### src/common/wdrc_defines.vh
// constants for the watchdog and reset control block
// assumes a 25 MHz system clock and a wishbone bus with 32-bit data
`ifndef WDRC_DEFINES_VH
`define WDRC_DEFINES_VH

// register byte addresses
`define WDRC_ADR_CTRL 4'h0
`define WDRC_ADR_FLAGS 4'h4
`define WDRC_ADR_STAT 4'h8
`define WDRC_ADR_CFG 4'hc

// watchdog_control layout and power-on value
`define WDRC_CTRL_RST 8'h53
`define WDRC_KEY_MSB 7
`define WDRC_KEY_LSB 3
`define WDRC_TSEL_MSB 2
`define WDRC_TSEL_LSB 0
`define WDRC_KEY_OFF 5'h15
`define WDRC_KEY_ON 5'h0a

// reset_cause_flags layout
`define WDRC_FLAG_KEY 0
`define WDRC_FLAGS_RST 1'b0

// status register layout
`define WDRC_STAT_TO 0
`define WDRC_STAT_PDF 1
`define WDRC_STAT_EN 2
`define WDRC_STAT_FAULT 3

// config register layout
`define WDRC_CFG_FSS 0
`define WDRC_CFG_RST 1'b0

// sub-clock ticks between key fault and its reset
`define WDRC_FAULT_TICKS 2'd2

// widths
`define WDRC_CNT_W 18
`define WDRC_DLY_W 21

// timing
`define WDRC_CLK_MHZ 25
`define WDRC_T_EXT_US 16700
`define WDRC_T_POR_US 50000

`endif

### src/hw/wdrc_top.v
// watchdog timer with keyed enable, timeout select and reset sequencing
// assumes sub-clock ticks arrive as one-cycle pulses synchronous to clk_i,
// and that rst_i is the power-on reset of the device
//
// Contract
// - key 10101 disables, 01010 enables, else reset
// - key field powers up as 01010
// - timeout select picks 2^8 to 2^18 ticks
// - bad key sets fault flag, reset later
// - fault flag cleared only by software write
// - normal overflow resets device, sets timeout flag
// - sleep overflow sets flags, resets pc/sp only
// - four events clear the watchdog count
// - flag register bits 7..3 read zero
// - power-on resets pc, ports become inputs
// - reset pin low restarts from address zero
// - pin release waits restart delay 16.7ms
// - power-on waits start-up delay 50ms
// - sub clock from crystal or rc
// - power-down flag clear/set by events
// - halt clears count and timeout flag
//
// The placing of the registers and the Wishbone slave port were decided locally.
`timescale 1ns/1ns
`include "wdrc_defines.vh"

module wdrc_top #(
    parameter EXT_DELAY_CYC = `WDRC_T_EXT_US * `WDRC_CLK_MHZ,
    parameter POR_DELAY_CYC = `WDRC_T_POR_US * `WDRC_CLK_MHZ
) (
    input wire clk_i,
    input wire rst_i,
    input wire ce_i,
    input wire wb_cyc_i,
    input wire wb_stb_i,
    input wire wb_we_i,
    input wire [3:0] wb_adr_i,
    input wire [3:0] wb_sel_i,
    input wire [31:0] wb_dat_i,
    output reg [31:0] wb_dat_o,
    output reg wb_ack_o,
    input wire lxt_tick_i,
    input wire internal_low_speed_rc_tick_i,
    input wire clear_wdt_i,
    input wire halt_i,
    input wire sleep_i,
    input wire reset_pin_en_i,
    input wire ext_reset_n_i,
    output reg sys_rst_o,
    output reg port_init_o,
    output reg pc_sp_rst_o,
    output reg timeout_flag_o,
    output reg power_down_flag_o
);

    localparam S_RUN = 3'b001;
    localparam S_HOLD = 3'b010;
    localparam S_DELAY = 3'b100;

    localparam [`WDRC_DLY_W-1:0] EXT_DLY = EXT_DELAY_CYC[`WDRC_DLY_W-1:0];
    localparam [`WDRC_DLY_W-1:0] POR_DLY = POR_DELAY_CYC[`WDRC_DLY_W-1:0];
    localparam [`WDRC_DLY_W-1:0] DLY_ONE = 1;

    reg [2:0] state_q;
    reg [`WDRC_DLY_W-1:0] dly_q;
    reg [7:0] ctrl_q;
    reg key_fault_q;
    reg fss_q;
    reg fault_pend_q;
    reg [1:0] fault_cnt_q;
    reg [`WDRC_CNT_W-1:0] cnt_q;
    reg [`WDRC_CNT_W-1:0] mask;
    reg [7:0] rd_data;

    wire [4:0] key = ctrl_q[`WDRC_KEY_MSB:`WDRC_KEY_LSB];
    wire [2:0] tsel = ctrl_q[`WDRC_TSEL_MSB:`WDRC_TSEL_LSB];
    wire key_on = (key == `WDRC_KEY_ON);
    wire key_bad = !key_on && (key != `WDRC_KEY_OFF);
    wire running = (state_q == S_RUN);
    wire pin_low = reset_pin_en_i && !ext_reset_n_i;
    wire req = wb_cyc_i && wb_stb_i;
    wire wr = req && wb_we_i && wb_ack_o && wb_sel_i[0];
    wire [7:0] wdat = wb_dat_i[7:0];

    // sub-clock source mux: crystal when the select bit is set
    wire tick = fss_q ? lxt_tick_i : internal_low_speed_rc_tick_i;

    // ones in the low bits up to the selected timeout exponent
    always @* begin
        case (tsel)
            3'd0: mask = 18'h000ff;
            3'd1: mask = 18'h003ff;
            3'd2: mask = 18'h00fff;
            3'd3: mask = 18'h03fff;
            3'd4: mask = 18'h07fff;
            3'd5: mask = 18'h0ffff;
            3'd6: mask = 18'h1ffff;
            3'd7: mask = 18'h3ffff;
            default: mask = 18'h3ffff;
        endcase
    end

    // overflow is the carry out of the selected bit
    wire ovf = running && key_on && tick && ((cnt_q & mask) == mask);

    wire fault_fire = fault_pend_q && tick &&
        (fault_cnt_q == `WDRC_FAULT_TICKS);
    wire dev_reset = fault_fire || (ovf && !sleep_i);
    wire cnt_clear = !running || !key_on || clear_wdt_i || halt_i ||
        key_bad || pin_low || ovf;

    // watchdog counter
    always @(posedge clk_i) begin
        if (rst_i) begin
            cnt_q <= {`WDRC_CNT_W{1'b0}};
        end else if (ce_i) begin
            if (cnt_clear) begin
                cnt_q <= {`WDRC_CNT_W{1'b0}};
            end else if (tick) begin
                cnt_q <= cnt_q + 18'h00001;
            end
        end
    end

    // key fault: flag at once, reset after the sub-clock ticks
    always @(posedge clk_i) begin
        if (rst_i) begin
            fault_pend_q <= 1'b0;
            fault_cnt_q <= 2'd0;
        end else if (ce_i) begin
            if (!running || fault_fire) begin
                fault_pend_q <= 1'b0;
                fault_cnt_q <= 2'd0;
            end else if (key_bad && !fault_pend_q) begin
                fault_pend_q <= 1'b1;
                fault_cnt_q <= 2'd0;
            end else if (fault_pend_q && tick) begin
                // first partial tick plus two whole ones gives 2 to 3
                fault_cnt_q <= fault_cnt_q + 2'd1;
            end
        end
    end

    // reset sequencer
    always @(posedge clk_i) begin
        if (rst_i) begin
            state_q <= S_DELAY;
            dly_q <= POR_DLY;
            sys_rst_o <= 1'b1;
            port_init_o <= 1'b1;
        end else if (ce_i) begin
            case (state_q)
                S_RUN: begin
                    if (pin_low) begin
                        state_q <= S_HOLD;
                        sys_rst_o <= 1'b1;
                    end else if (dev_reset) begin
                        // watchdog resets restart like a pin reset
                        state_q <= S_DELAY;
                        dly_q <= EXT_DLY;
                        sys_rst_o <= 1'b1;
                    end
                end
                S_HOLD: begin
                    if (!pin_low) begin
                        state_q <= S_DELAY;
                        dly_q <= EXT_DLY;
                    end
                end
                S_DELAY: begin
                    if (pin_low) begin
                        state_q <= S_HOLD;
                    end else if (dly_q <= DLY_ONE) begin
                        state_q <= S_RUN;
                        sys_rst_o <= 1'b0;
                        port_init_o <= 1'b0;
                    end else begin
                        dly_q <= dly_q - DLY_ONE;
                    end
                end
                default: begin
                    state_q <= S_DELAY;
                    dly_q <= EXT_DLY;
                    sys_rst_o <= 1'b1;
                end
            endcase
        end
    end

    // timeout and power-down flags, set wins over clear
    always @(posedge clk_i) begin
        if (rst_i) begin
            timeout_flag_o <= 1'b0;
            power_down_flag_o <= 1'b0;
            pc_sp_rst_o <= 1'b0;
        end else if (ce_i) begin
            pc_sp_rst_o <= ovf && sleep_i;
            if (ovf) begin
                timeout_flag_o <= 1'b1;
            end else if (running && (halt_i || clear_wdt_i)) begin
                timeout_flag_o <= 1'b0;
            end
            if ((ovf && sleep_i) || (running && halt_i)) begin
                power_down_flag_o <= 1'b1;
            end else if (running && clear_wdt_i) begin
                power_down_flag_o <= 1'b0;
            end
        end
    end

    // software registers
    always @(posedge clk_i) begin
        if (rst_i) begin
            ctrl_q <= `WDRC_CTRL_RST;
            key_fault_q <= `WDRC_FLAGS_RST;
            fss_q <= `WDRC_CFG_RST;
        end else if (ce_i) begin
            if (fault_fire) begin
                // a corrupted key must not survive its own reset
                ctrl_q <= `WDRC_CTRL_RST;
            end else if (wr && wb_adr_i == `WDRC_ADR_CTRL) begin
                ctrl_q <= wdat;
            end
            if (key_bad && !fault_pend_q && running) begin
                key_fault_q <= 1'b1;
            end else if (wr && wb_adr_i == `WDRC_ADR_FLAGS &&
                    !wdat[`WDRC_FLAG_KEY]) begin
                key_fault_q <= 1'b0;
            end
            if (wr && wb_adr_i == `WDRC_ADR_CFG) begin
                fss_q <= wdat[`WDRC_CFG_FSS];
            end
        end
    end

    // read mux; unmapped addresses read zero
    always @* begin
        rd_data = 8'h00;
        case (wb_adr_i)
            `WDRC_ADR_CTRL: rd_data = ctrl_q;
            `WDRC_ADR_FLAGS: rd_data[`WDRC_FLAG_KEY] = key_fault_q;
            `WDRC_ADR_STAT: begin
                rd_data[`WDRC_STAT_TO] = timeout_flag_o;
                rd_data[`WDRC_STAT_PDF] = power_down_flag_o;
                rd_data[`WDRC_STAT_EN] = key_on;
                rd_data[`WDRC_STAT_FAULT] = fault_pend_q;
            end
            `WDRC_ADR_CFG: rd_data[`WDRC_CFG_FSS] = fss_q;
            default: rd_data = 8'h00;
        endcase
    end

    // one wait state: ack rises the cycle after the request appears
    always @(posedge clk_i) begin
        if (rst_i) begin
            wb_ack_o <= 1'b0;
            wb_dat_o <= 32'h00000000;
        end else if (ce_i) begin
            wb_ack_o <= req && !wb_ack_o;
            if (req && !wb_ack_o) begin
                wb_dat_o <= {24'h000000, rd_data};
            end
        end
    end

endmodule // wdrc_top

### config.mk
export PLATFORM = sky130hd
export DESIGN_NAME = wdrc_top
export DESIGN_NICKNAME = d
export VERILOG_FILES = /design/src/hw/wdrc_top.v
export VERILOG_INCLUDE_DIRS = /design/src /design/src/common
export SDC_FILE = /design/constraint.sdc
export NUM_CORES = 1
export LEC_CHECK = 0
export ABC_CLOCK_PERIOD_IN_PS = 3200
export BUFFER_PORTS_ARGS = -buffer_cell sky130_fd_sc_hd__clkbuf_2
export CAP_MARGIN = 20
export CELL_PAD_IN_SITES_DETAIL_PLACEMENT = 1
export CELL_PAD_IN_SITES_GLOBAL_PLACEMENT = 2
export CORE_MARGIN = 4
export CORE_UTILIZATION = 34
export CTS_BUF_LIST = sky130_fd_sc_hd__clkbuf_8 sky130_fd_sc_hd__clkbuf_16
export DETAILED_ROUTE_END_ITERATION = 6
export GPL_TIMING_DRIVEN = 0
export PLACE_DENSITY_LB_ADDON = 0.1
export SLEW_MARGIN = 40
export SYNTH_ARGS = -nofsm -noshare
export SYNTH_HDL_FRONTEND = slang
export SYNTH_SLANG_ARGS = --single-unit
### constraint.sdc
create_clock -name clk_i -period 3.2 [get_ports clk_i]
set_input_delay 0.64 -clock clk_i [delete_from_list [all_inputs] [get_ports clk_i]]
set_output_delay 0.64 -clock clk_i [all_outputs]
set_load 0.005 [all_outputs]
== Yosys cells after proc, flatten, opt, wreduce, memory -nomap -nowiden ==
Memories as Yosys holds them, arrays and structs flattened. A register that Yosys moved wholly into a read port is not among the register bits.
Index checks and enable logic that the tools add are counted.

* $add $sub $neg: 3
* Multiply operators: 0
* Divide/modulo/power cells: 0
* $lt $le $gt $ge: 1
* Equal/unequal tests: 18
* Shifts and indexed selects: 0
* Mux-type cells: 38
* Bitwise gates (word level): 3
* Reductions and logical operators: 61

{| class="wikitable"
|+ Operators with widths
! operator !! number
|-
| two-way mux 21 bit || 5
|-
| one-hot mux 21 bit (3 select lines) || 1
|-
| two-way mux 18 bit || 2
|-
| logical AND 1 bit || 23
|-
| less-or-equal comparator 21 x 1 -> 1 bit (second input constant) || 1
|-
| two-way mux 3 bit || 7
|-
| subtractor 21 x 1 -> 21 bit (second input constant) || 1
|-
| adder 18 x 1 -> 18 bit (second input constant) || 1
|-
| bitwise AND 18 bit || 1
|-
| == test 18 bit || 1
|-
| AND reduction 2 bit || 9
|-
| two-way mux 8 bit || 2
|-
| two-way mux 1 bit || 13
|-
| nonzero test 2 bit || 6
|-
| logical OR 1 bit || 10
|-
| inequality test 2 bit (second input constant) || 5
|-
| one-hot mux 3 bit (3 select lines) || 1
|-
| == test 4 bit (second input constant) || 2
|-
| AND reduction 4 bit || 2
|-
| logical NOT 1 bit || 7
|-
| two-way mux 2 bit || 3
|-
| one-hot mux 3 bit (2 select lines) || 1
|-
| AND reduction 6 bit || 1
|-
| == test 5 x 4 -> 1 bit (second input constant) || 1
|-
| 17 further kinds || 18
|}

* Flip-flop bits (word level): 69
* Latch bits: 0
* Bits in writable memories: 0
* Bits in read-only memories: 80
* Output and inout port bits: 38
* Memories: 1

{| class="wikitable"
|+ Memories
! name !! depth !! width !! read ports !! clocked after memory_dff !! wr ports !! line !! RTL
|-
| (no name shown) || 8 || 10 || 1 || 1 || 0 || wdrc_top.v:90 || <nowiki>case (tsel)</nowiki>
|}

== Longest topological paths before layout ==
Gate-level depths: netlist of the first run.

* Depth after elaboration: 10
* Mapped depth: 9
* Depth with buffers taken out: 8

== Worst setup path after synthesis of the first run ==
OpenSTA, ideal clock, no wires.

* Path kind: input to register
* Start: input wb_adr_i[1]
* End: register mask[13] (netlist name)
* Setup time: 0.131 ns
* Data arrival time: 2.035 ns
* Required time: 3.069 ns
* Path slack: 1.034 ns
* Stages: 6
* Path buffers: 0
* Path through: or3_1 > nor4_4 > nand2_1 > o22ai_1 > and2_1 > o21ai_0

* Word-level cells in the longest chain between the ends: 6

{| class="wikitable"
|+ Ends and longest elaborated chain
! what !! line !! RTL
|-
| from (decl) || wdrc_top.v:37 || <nowiki>input wire [3:0] wb_adr_i,</nowiki>
|-
| logical NOT 4 bit || n/a ||
|-
| logical AND 1 bit (no line) || n/a ||
|-
| nonzero test 2 bit (no line) || n/a ||
|-
| AND reduction 2 bit (no line) || n/a ||
|-
| two-way mux 3 bit (no line) (2 in series) || n/a ||
|}

No other way between the ends.
A chain may end at the register's enable or synchronous reset.

== Final worst setup path of the first run ==
* Start: register dly_q[1]
* End: register dly_q[16]

* Word-level cells in the longest chain between the ends: 4
* Elaborated cells on any way between the ends: 7
* Classes of those cells: 1 x add/sub; 1 x order compare; 1 x eq/ne; 3 x mux; 1 x reduce/logical

{| class="wikitable"
|+ Ends and longest elaborated chain
! what !! line !! RTL
|-
| from (decl) || wdrc_top.v:65 || <nowiki>reg [`WDRC_DLY_W-1:0] dly_q;</nowiki>
|-
| from (signal assigned) || wdrc_top.v:178 || <nowiki>dly_q <= dly_q - DLY_ONE;</nowiki>
|-
| subtractor 21 x 1 -> 21 bit || wdrc_top.v:178 ||
|-
| two-way mux 21 bit || wdrc_top.v:173 || <nowiki>end else if (dly_q <= DLY_ONE) begin</nowiki>
|-
| two-way mux 21 bit || wdrc_top.v:171 || <nowiki>if (pin_low) begin</nowiki>
|-
| one-hot mux 21 bit (3 select lines) || wdrc_top.v:152 || <nowiki>case (state_q)</nowiki>
|}

Parallel ways exist; a longest one is shown, timed or not. The select of a mux whose other input is x is not followed.

==> results of run 1 <==
-- where the power goes --
part           total [mW]  switching [mW]  internal, mW  leakage (nW)
sequential          0.986          0.0211         0.965         0.615
combinational       0.231           0.139        0.0928          1.15
clock                1.06           0.425         0.632         0.149
total                2.27           0.585          1.69          1.91
-- metal layers --
| metal | share of wire, % | routed length, um | GRT usage [%] |
|---|---|---|---|
| met1 | 44 | 5030 | 21.5 |
| met2 | 49 | 5560 | 30.5 |
| met4 | 1.5 | 175 | 5.65 |
| met5 | 0 | 0 | 0 |
| met3 | 4.9 | 553 | 5.17 |
-- layout make-up --
type                            instances  share of cell area, %
Multi-Input combinational cell        362                   46.2
Sequential cell                        76                   32.2
Buffer                                 48                   6.38
Clock buffer                           10                   5.05
Timing Repair Buffer                   36                   3.81
Tap cell                              143                   3.78
Clock inverter                          6                   1.53
Inverter                               13                   1.03
-- state kept, by name, indices dropped and copies added, names as in the netlist --
register           count
fss_q                  1
wb_dat_o               8
ctrl_q                 8
pc_sp_rst_o            1
sys_rst_o              1
power_down_flag_o      1
key_fault_q            1
mask                   7
port_init_o            1
wb_ack_o               1
cnt_q                 18
fault_cnt_q            2
timeout_flag_o         1
state_q                3
dly_q                 21
fault_pend_q           1
-- kinds of logic after synthesis --
family          count (synthesis)
compound gates                100
xor+xnor                       19
fa+ha+maj                       4
buf+inv                        61
flops                          76
mux                             7
other cells                     1
simple gates                  208
-- path summary, 6_finish.rpt --
path | slack (ns) | cells after the start | startpoint | end
max | 0.72 | 8 | dly_q[1] | dly_q[16]
min | 0.47 | 2 | port_init_o | port_init_o
max reg2reg | 0.72 | 8 | dly_q[1] | dly_q[16]
min reg2reg | 0.47 | 2 | port_init_o | port_init_o
-- cells in the final DEF (no fill, tap or decap), types with 7 or more instances in the layout --
| master | instances |
|---|---|
| nand2_1 | 39 |
| buf_2 | 7 |
| clkbuf_2 | 36 |
| nor2b_1 | 7 |
| o21ai_0 | 12 |
| or3_1 | 7 |
| inv_1 | 13 |
| nor3_1 | 22 |
| conb_1 | 24 |
| xnor2_1 | 7 |
| a21oi_1 | 30 |
| buf_4 | 25 |
| and2_1 | 7 |
| and3_1 | 10 |
| dfxtp_1 | 76 |
| nand3_1 | 16 |
| xor2_1 | 12 |
| a22oi_1 | 9 |
| clkbuf_16 | 9 |
| clkbuf_1 | 13 |
| nand4_1 | 10 |
| nor2_1 | 53 |
-- cells in the mapped netlist (2+ instances only) --
cell,count
and3_1,10
inv_1,13
a21boi_0,4
nor3_1,22
xnor2_1,7
nand4b_1,2
o211ai_1,2
dfxtp_1,76
or4_1,3
nor2b_1,7
and2_1,7
a221o_1,4
a22oi_1,9
nor3b_1,2
or2_2,2
clkbuf_1,13
nand2_1,39
a21oi_2,2
nand4_1,10
a211oi_1,2
ha_1,4
mux2i_1,5
o211a_1,2
or2_1,2
a31oi_1,3
o31ai_1,3
nor2_1,53
a21o_1,4
buf_6,2
nand2b_1,5
buf_4,25
o21ai_0,12
xor2_1,12
nor3_2,4
or3_1,7
nor4_1,4
buf_2,7
o22ai_1,6
nand3_1,16
a21oi_1,30
and4_1,3
a311oi_1,5
o21a_1,4
-- critical path, delay by kind of cell, from the launching register on --
kind | cells | cell delay (ns)
and+or+nand+nor | 4 | 1.31
AOI/OAI and AO/OA | 2 | 0.40
DFF | 1 | 0.34
adders and majority gates | 1 | 0.21
buffers and inverters | 1 | 0.11
-- per-stage QoR --
step | setup slack (ns) | hold WS, ns
final | 0.718 | 0.470
after CTS | 0.679 | 0.474
after global routing | 0.541 | 0.495
after floorplan | 1.03 | 0.437
after detailed placement | 0.497 | 0.458
after global placement | 0.522 | 0.451
==> flow_summary_export.csv, run 1 <==
group,metric,value,unit
min_path,min_path_type,"flop to flop",
routing,drt_iter0_markers,151,
critical_path,criticalPathCategory,"flop to flop",
sta,worstMarginPinSlew,0.780,ns
layout,num-fill-cells,1415,
critical_path,crit_fanout,4,
grt,grt_usage,17.8,%
yosys,synth-xor-area-share,4.19,%
power_and_ir_drop,powerDensity,481,nW/um2
layout,fin_area,4730,um2
sta,timing.fmax,403,MHz
floorplan,start_util,34.8,%
routing,firstDrtPassIters,4,
sta,relSlewSlack,48.0,%
grt,grt_pass1_vias,3625,
sta,finClkSkew,0.00461,ns
power_and_ir_drop,ir_worst_vdd,0.479,mV
yosys,seq_area_frac_synth,38.3,%
clock_tree,cts_buffers,9,
floorplan,coreArea,11400,um2
job,max-cap-violations,0,
clock_tree,hold_buffers,0,
layout,multi_input_area,2190,um2
yosys,synth_area,3970,um2
layout,diodes,0,
critical_path,slowest_stage,"nor4b_1",
yosys,synth_top_family_by_area,"simple AND/OR/NAND/NOR gates",
yosys,synth_fa_ha_area_share,1.26,%
placed_design,port-buffer-count,36,
grt,grt_pass1_wl,18500,um
yosys,yosysWarningCount,0,
yosys,synth_area_leaders,"dfxtp_1 38%, nor2_1 5.0%, buf_4 4.7%",
clock_tree,cts_buffer_depth,2,
floorplan,die_h,116,um
yosys,synth_top_area_share,38.3,%
layout,drive_gt1_share,19.6,%
layout,seqCellArea,1520,um2
layout,fin_nets,603,
critical_path,critPathLaunchType,"flop",
critical_path,worstPathCellList,"inv_1, ha_1, nor4b_1, nand3_1, or3_1, nor3_1, o21ai_0, a211o_1",
yosys,postSynthAreaPerCell,8.34,um2
sta,maxSlewViolCount,0,
yosys,synthSimpleGateAreaFrac,28.1,%
yosys,yosysUniqueCellTypes,65,
yosys,synth_edf_count,0,
clock_tree,postCtsSetupBuffers,0,
yosys,postSynthCellCount,476,
yosys,ys_seq_elements,76,
floorplan,fp.dieArea,13500,um2
yosys,synth.mux.area_fraction,2.11,%
yosys,synth_area_leader_cell,"dfxtp_1",
grt,overflow,0,
clock_tree,clk_pin_slew,0.06,ns
placed_design,place_inst,678,
routing,routed_wl,11300,um
sta,min_period,2.48,ns
sta,finalSetupTns,0,ns
routing,vias,3630,
yosys,synth_top_flop_cell,"dfxtp_1",
critical_path,cpPeakStageDelay,0.50,ns
grt,grt_max_degree,15,
yosys,synthArstFlopShare,0,%
floorplan,std_cell_rows,39,
routing,drc,0,
critical_path,arrival,2.72,ns
layout,final_util,41.4,%
routing,wl_per_cell,16.3,um
floorplan,die_width,116,um
clock_tree,clk_latency,0.35,ns
clock_tree,cts_sinks,76,
critical_path,setup.worst_path.end_class,"flop",
sta,rsz0062_at_grt,"no",
sta,period_share,77.5,%
clock_tree,cts_resized,0,
power_and_ir_drop,p_total,2.27,mW
yosys,synth_compound_area_share,17.1,%
clock_tree,clock-root-buffer,"clkbuf_16",
critical_path,required,3.43,ns
power_and_ir_drop,p_leak,1.91,nW
placed_design,placed_area,4420,um2
placed_design,place.gp.congestion,0.817,
outcome,status,"completed",
clock_tree,cts_tree,"done",
sta,hold_viol_final,0,
grt,antenna_found_initial,0,
placed_design,hpwl,8700,um
clock_tree,cts_max_level,3,
floorplan,io-pin-count,91,
sta,setup_viol,0,
layout,area_growth,19.1,%
layout,layout.cells.non_filler,694,
routing,ant_nets,0,
routing,viasPerCell,5.23,
Note: power is estimated with default switching activity, not from simulation.
==> run 2: changes to the inputs <==
ABC_CLOCK_PERIOD_IN_PS = 2060   (was 3200)
CORE_UTILIZATION = 28   (was 34)
clock period = 2.06 ns   (was 3.2 ns; I/O delays follow)
==> run 2 against run 1 <==
- clock skew up 0.0047 ns
- flip-flop and latch count unchanged
- worst hold slack worse by 0.16 ns
- critical path type unchanged
- wire length up 11%
- critical path depth unchanged
- final cell count up 7.9%
- setup slack worse by 0.71 ns
- count of clock-buffer cells in the layout unchanged
- sequential power up 57%
- sequential share of layout area down 2.7 points
==> flow_summary_export.csv, run 2 (synthesized netlist as in run 1, its figures left out) <==
group,metric,value,unit
outcome,status,"completed",
sta,timing.fmax,486,MHz
sta,finClkSkew,0.00932,ns
critical_path,required,2.30,ns
job,max-cap-violations,0,
routing,viasPerCell,4.90,
placed_design,hpwl,9250,um
routing,wl_per_cell,16.9,um
floorplan,std_cell_rows,43,
routing,ant_nets,0,
critical_path,setup.worst_path.end_class,"flop",
layout,largest_reg_flops,21,
sta,relSlewSlack,55.6,%
critical_path,arrival,2.29,ns
layout,multi_input_area,2440,um2
power_and_ir_drop,p_switching,0.958,mW
grt,overflow,0,
sta,worstMarginPinSlew,0.666,ns
clock_tree,hold_buffers,0,
clock_tree,clk_pin_slew,0.06,ns
critical_path,rrSetupSlack,0.004,ns
sta,hold_viol_final,0,
critical_path,r2r_end,"dly_q[11]",
routing,vias,3672,
power_and_ir_drop,p_sw_share,25.5,%
placed_design,port-buffer-count,36,
placed_design,place.gp.congestion,0.792,
power_and_ir_drop,clkPwrFrac,47.2,%
sta,setup_viol,0,
floorplan,fp.dieArea,16200,um2
power_and_ir_drop,powerDensity,713,nW/um2
floorplan,start_util,28.6,%
routing,firstDrtPassIters,4,
sta,min_period,2.06,ns
critical_path,r2r_cells,8,
critical_path,r2r-start,"dly_q[2]",
sta,rsz0062_at_grt,"yes",
layout,top_regs,"dly_q (21), cnt_q (18)",
layout,area_growth,32.6,%
layout,final_common_cell,"dfxtp_1",
sta,period_share,99.8,%
clock_tree,cts_sinks,76,
clock_tree,cts_buffers,9,
sta,maxSlewViolCount,0,
placed_design,place_inst,715,
power_and_ir_drop,p_int,2.80,mW
layout,seqCellArea,1550,um2
floorplan,die_h,127,um
layout,fin_nets,621,
critical_path,criticalPathCategory,"flop to flop",
grt,grt_max_degree,15,
sta,fin_ws,0.00448,ns
critical_path,crit_fanout,6,
floorplan,coreArea,13900,um2
layout,layout.cells.non_filler,749,
placed_design,dp_slack,-0.538,ns
grt,grt_pass1_wl,20100,um
min_path,min_path_type,"primary input to flop",
power_and_ir_drop,combPwrFrac,11.6,%
layout,final_cell_mix,"60 x dfxtp_1, 53 x nor2_1, 46 x buf_4",
clock_tree,clock-root-buffer,"clkbuf_16",
clock_tree,cts_buffer_depth,2,
power_and_ir_drop,p_leak,2.11,nW
clock_tree,cts_max_level,3,
min_path,hold_depth,3,
grt,grt_usage,15.8,%
sta,fin_hold_ws,0.309,ns
floorplan,die_width,127,um
floorplan,io-pin-count,91,
layout,num-fill-cells,1653,
routing,drt_iter0_markers,138,
min_path,min_from,"wb_dat_i[4]",
clock_tree,clk_latency,0.34,ns
grt,grt_pass1_vias,3865,
layout,top_register,"dly_q",
layout,drive_gt1_share,31.5,%
clock_tree,cts_tree,"done",
routing,drc,0,
critical_path,critPathLaunchType,"flop",
layout,diodes,0,
min_path,whs_endpoint,"ctrl_q[4]",
power_and_ir_drop,seqPwrFrac,41.3,%
routing,routed_wl,12600,um
grt,antenna_found_initial,0,
power_and_ir_drop,ir_worst_vdd,0.344,mV
[run 2: cell types whose count changed in the layout (fill, tap and decap cells not counted), moves of 4 or more]
cell / change
buf_4: +21
dfxtp_1: -16
dfxtp_2: +12
buf_2: -4
dfxtp_4: +4
nor3_1: -4
[run 2: layer usage]
metal	part of all wire (%)	up-vias	global-route usage, %	routed length (um)
met5	0	-	0	0
met4	1.4	0	4.67	180
met3	3.5	14	4.10	437
met2	49	56	27.1	6230
met1	46	1775	19.5	5780
li1	-	1827	-	-
[run 2: worst max path at each step]
stage                        start         to  cells past startpoint
after global placement    dly_q[1]  dly_q[16]                      8
after CTS                 dly_q[1]  dly_q[16]                      8
after floorplan           dly_q[1]  dly_q[16]                      8
after detailed placement  dly_q[1]  dly_q[16]                      8
after global routing      cnt_q[0]  dly_q[19]                      8
final                     dly_q[2]  dly_q[11]                      8
[run 2: power by group through the flow]
stage               Clock [mW]  Sequential (mW)  Combinational, mW
finish                    1.77             1.55              0.435
global placement             0             1.56              0.364
global route              1.90             1.55              0.484
floorplan                    0             1.55              0.254
detailed placement           0             1.56              0.368
CTS                       1.83             1.54              0.406
[run 2: worst max-delay path, stage by stage (launching register included)]
cell     delay (ns)
dfxtp_4        0.36
or4_4          0.52
nor3_4         0.28
a31o_4         0.20
a21oi_4        0.05
buf_8          0.16
buf_12         0.13
o21a_1         0.09
o21a_1         0.15
[run 2: final cells by class]
type,instances,share of cell area (%)
repair buffers,58,6.87
clock inverters,6,1.81
inverters,13,0.974
multi-input cells,362,46.3
well taps,180,4.28
clock buffers,10,4.54
plain buffers,44,5.77
flip-flops and latches,76,29.5
[run 2: timing repair]
| item | 4_1_cts | 5_1_grt |
|---|---|---|
| setup endpoints to repair | 51 | 44 |
| resized for setup | 50 | 37 |
| setup buffers | 9 | 12 |
| pin swaps | 12 | 20 |
| cloned | 1 | 0 |
[run 2: stage by stage]
step	setup TNS, ns	total power [mW]	area [um2]	util, %
global route	-0.647	3.94	5270	37.9
CTS	-0.0223	3.77	5080	36.6
detailed placement	-13.56	1.93	4460	32.2
global placement	-14.12	1.93	4460	32.2
floorplan	0	1.81	4060	-
finish	0	3.76	5270	37.9
==> run 3: changes to the inputs <==
ABC_CLOCK_PERIOD_IN_PS = 2400   (was 2060)
CORE_UTILIZATION = 34   (was 28)
SLEW_MARGIN = unset   (was 40)
clock period = 2.4 ns   (was 2.06 ns; I/O delays follow)
==> run 3 against run 2 <==
- utilization is 3.9 points higher
- register-to-register slack better by 0.15 ns
- die area is 17% lower
- critical path depth stayed put
- count of clock-buffer cells in the layout stayed put
- fmax is 8.4% lower
- wire length is 9.6% lower
- clock power is 20% lower
- design area is 9.4% lower
- final cell count is 7.3% lower
- critical path type unchanged
==> flow_summary_export.csv, run 3 (synthesized netlist as in run 1, its figures left out) <==
group,metric,value,unit
sta,relSlewSlack,57.9,%
floorplan,coreArea,11400,um2
layout,final_util,41.8,%
sta,rsz0062_at_grt,"no",
clock_tree,cts_tree,"done",
min_path,hold_depth,3,
routing,wl_per_cell,16.4,um
power_and_ir_drop,ir_worst_vdd,0.638,mV
sta,worstMarginPinSlew,0.631,ns
layout,final_cell_mix,"76 x dfxtp_1, 53 x nor2_1, 38 x nand2_1",
sta,fin_hold_ws,0.361,ns
layout,fin_nets,603,
routing,drt_iter0_markers,123,
outcome,status,"completed",
placed_design,hpwl,8700,um
floorplan,die_h,116,um
grt,grt_pass1_vias,3625,
sta,min_period,2.24,ns
critical_path,arrival,2.48,ns
power_and_ir_drop,clkPwrFrac,46.3,%
clock_tree,clk_latency,0.35,ns
job,max-cap-violations,0,
layout,drive_gt1_share,20.1,%
power_and_ir_drop,seqPwrFrac,43.4,%
routing,viasPerCell,5.21,
power_and_ir_drop,powerDensity,637,nW/um2
critical_path,required,2.63,ns
layout,multi_input_area,2230,um2
floorplan,die_width,116,um
routing,drc,0,
critical_path,crit_fanout,4,
grt,grt_max_degree,15,
layout,seqCellArea,1520,um2
sta,maxSlewViolCount,0,
layout,area_growth,20.2,%
floorplan,start_util,34.8,%
grt,overflow,0,
floorplan,io-pin-count,91,
layout,top_regs,"dly_q (21), cnt_q (18)",
grt,grt_pass1_wl,18500,um
layout,largest_reg_flops,21,
critical_path,r2r_cells,8,
sta,period_share,93.5,%
power_and_ir_drop,p_leak,1.92,nW
layout,num-fill-cells,1410,
layout,diodes,0,
critical_path,setup.worst_path.end_class,"flop",
routing,routed_wl,11400,um
min_path,min_path_type,"primary input to flop",
floorplan,std_cell_rows,39,
critical_path,worstPathCellList,"inv_1, ha_1, nor4b_4, nand3_1, or3_1, nor3_1, o21ai_0, a211o_1",
sta,hold_viol_final,0,
critical_path,slowest_stage,"or3_1",
clock_tree,cts_buffers,9,
clock_tree,cts_buffer_depth,2,
clock_tree,cts_max_level,3,
power_and_ir_drop,p_int,2.26,mW
placed_design,port-buffer-count,36,
sta,timing.fmax,446,MHz
grt,antenna_found_initial,0,
power_and_ir_drop,p_sw_share,25.8,%
sta,setup_viol,0,
power_and_ir_drop,combPwrFrac,10.4,%
placed_design,place.gp.congestion,0.817,
clock_tree,clock-root-buffer,"clkbuf_16",
sta,finClkSkew,0.00468,ns
critical_path,cpPeakStageDelay,0.40,ns
clock_tree,clk_pin_slew,0.06,ns
power_and_ir_drop,p_switching,0.784,mW
layout,top_register,"dly_q",
placed_design,placed_area,4420,um2
layout,layout.cells.non_filler,694,
clock_tree,hold_buffers,0,
placed_design,place_inst,678,
layout,final_common_cell,"dfxtp_1",
routing,vias,3617,
floorplan,fp.dieArea,13500,um2
routing,firstDrtPassIters,4,
clock_tree,cts_sinks,76,
routing,ant_nets,0,
critical_path,critPathLaunchType,"flop",
layout,fin_area,4770,um2
grt,grt_usage,17.8,%
critical_path,criticalPathCategory,"flop to flop",
[run 3: critical path, delay by kind of cell (launching register included)]
family	cells	cell delay, ns
fa+ha+maj	1	0.23
compound gates	2	0.40
flops	1	0.34
buf+inv	1	0.11
simple gates	4	1.05
[run 3: stage by stage]
step	TNS, ns	worst slack, ns	total power, mW
after floorplan	0	0.394	1.55
after CTS	0	0.0166	3.08
after detailed placement	-0.437	-0.143	1.65
after global routing	0	0.0189	3.19
final	0	0.156	3.04
after global placement	-0.390	-0.118	1.64
[run 3: area by class of cell]
cell class,count,area share (%)
Multi-Input combinational cell,362,46.7
Sequential cell,76,31.9
Buffer,48,6.37
Timing Repair Buffer,36,3.78
Inverter,13,1.02
Tap cell,143,3.75
Clock buffer,10,5.01
Clock inverter,6,1.52
[run 3: per-layer routing]
metal  share of wire [%]  vias to the layer above  wire length [um]  global-route usage [%]
met5                   0                        -                 0                       0
met4                 1.8                        0               203                    5.65
met3                 4.9                       15               564                    5.17
met2                  49                       60              5580                    30.5
met1                  44                     1749              5060                    21.5
li1                    -                     1793                 -                       -
[run 3: worst paths after layout]
check	startpoint	endpoint	slack (ns)
hold / removal	wb_dat_i[4]	ctrl_q[4]	0.36
hold reg to reg	dly_q[16]	dly_q[16]	0.47
setup / recovery	dly_q[1]	dly_q[16]	0.16
setup reg to reg	dly_q[1]	dly_q[16]	0.16
[run 3: repair_timing]
action,in CTS,in global routing
endpoints found under the setup margin,2,20
pin swaps,0,1
buffers inserted,0,0
gates resized for setup,1,6
[run 3: power groups by stage]
stage / registers [mW] / logic (mW) / clock network (mW)
after floorplan: 1.33 / 0.218 / 0
after global placement: 1.34 / 0.304 / 0
after detailed placement: 1.34 / 0.310 / 0
after CTS: 1.32 / 0.312 / 1.46
after global routing: 1.32 / 0.354 / 1.51
final: 1.32 / 0.316 / 1.41
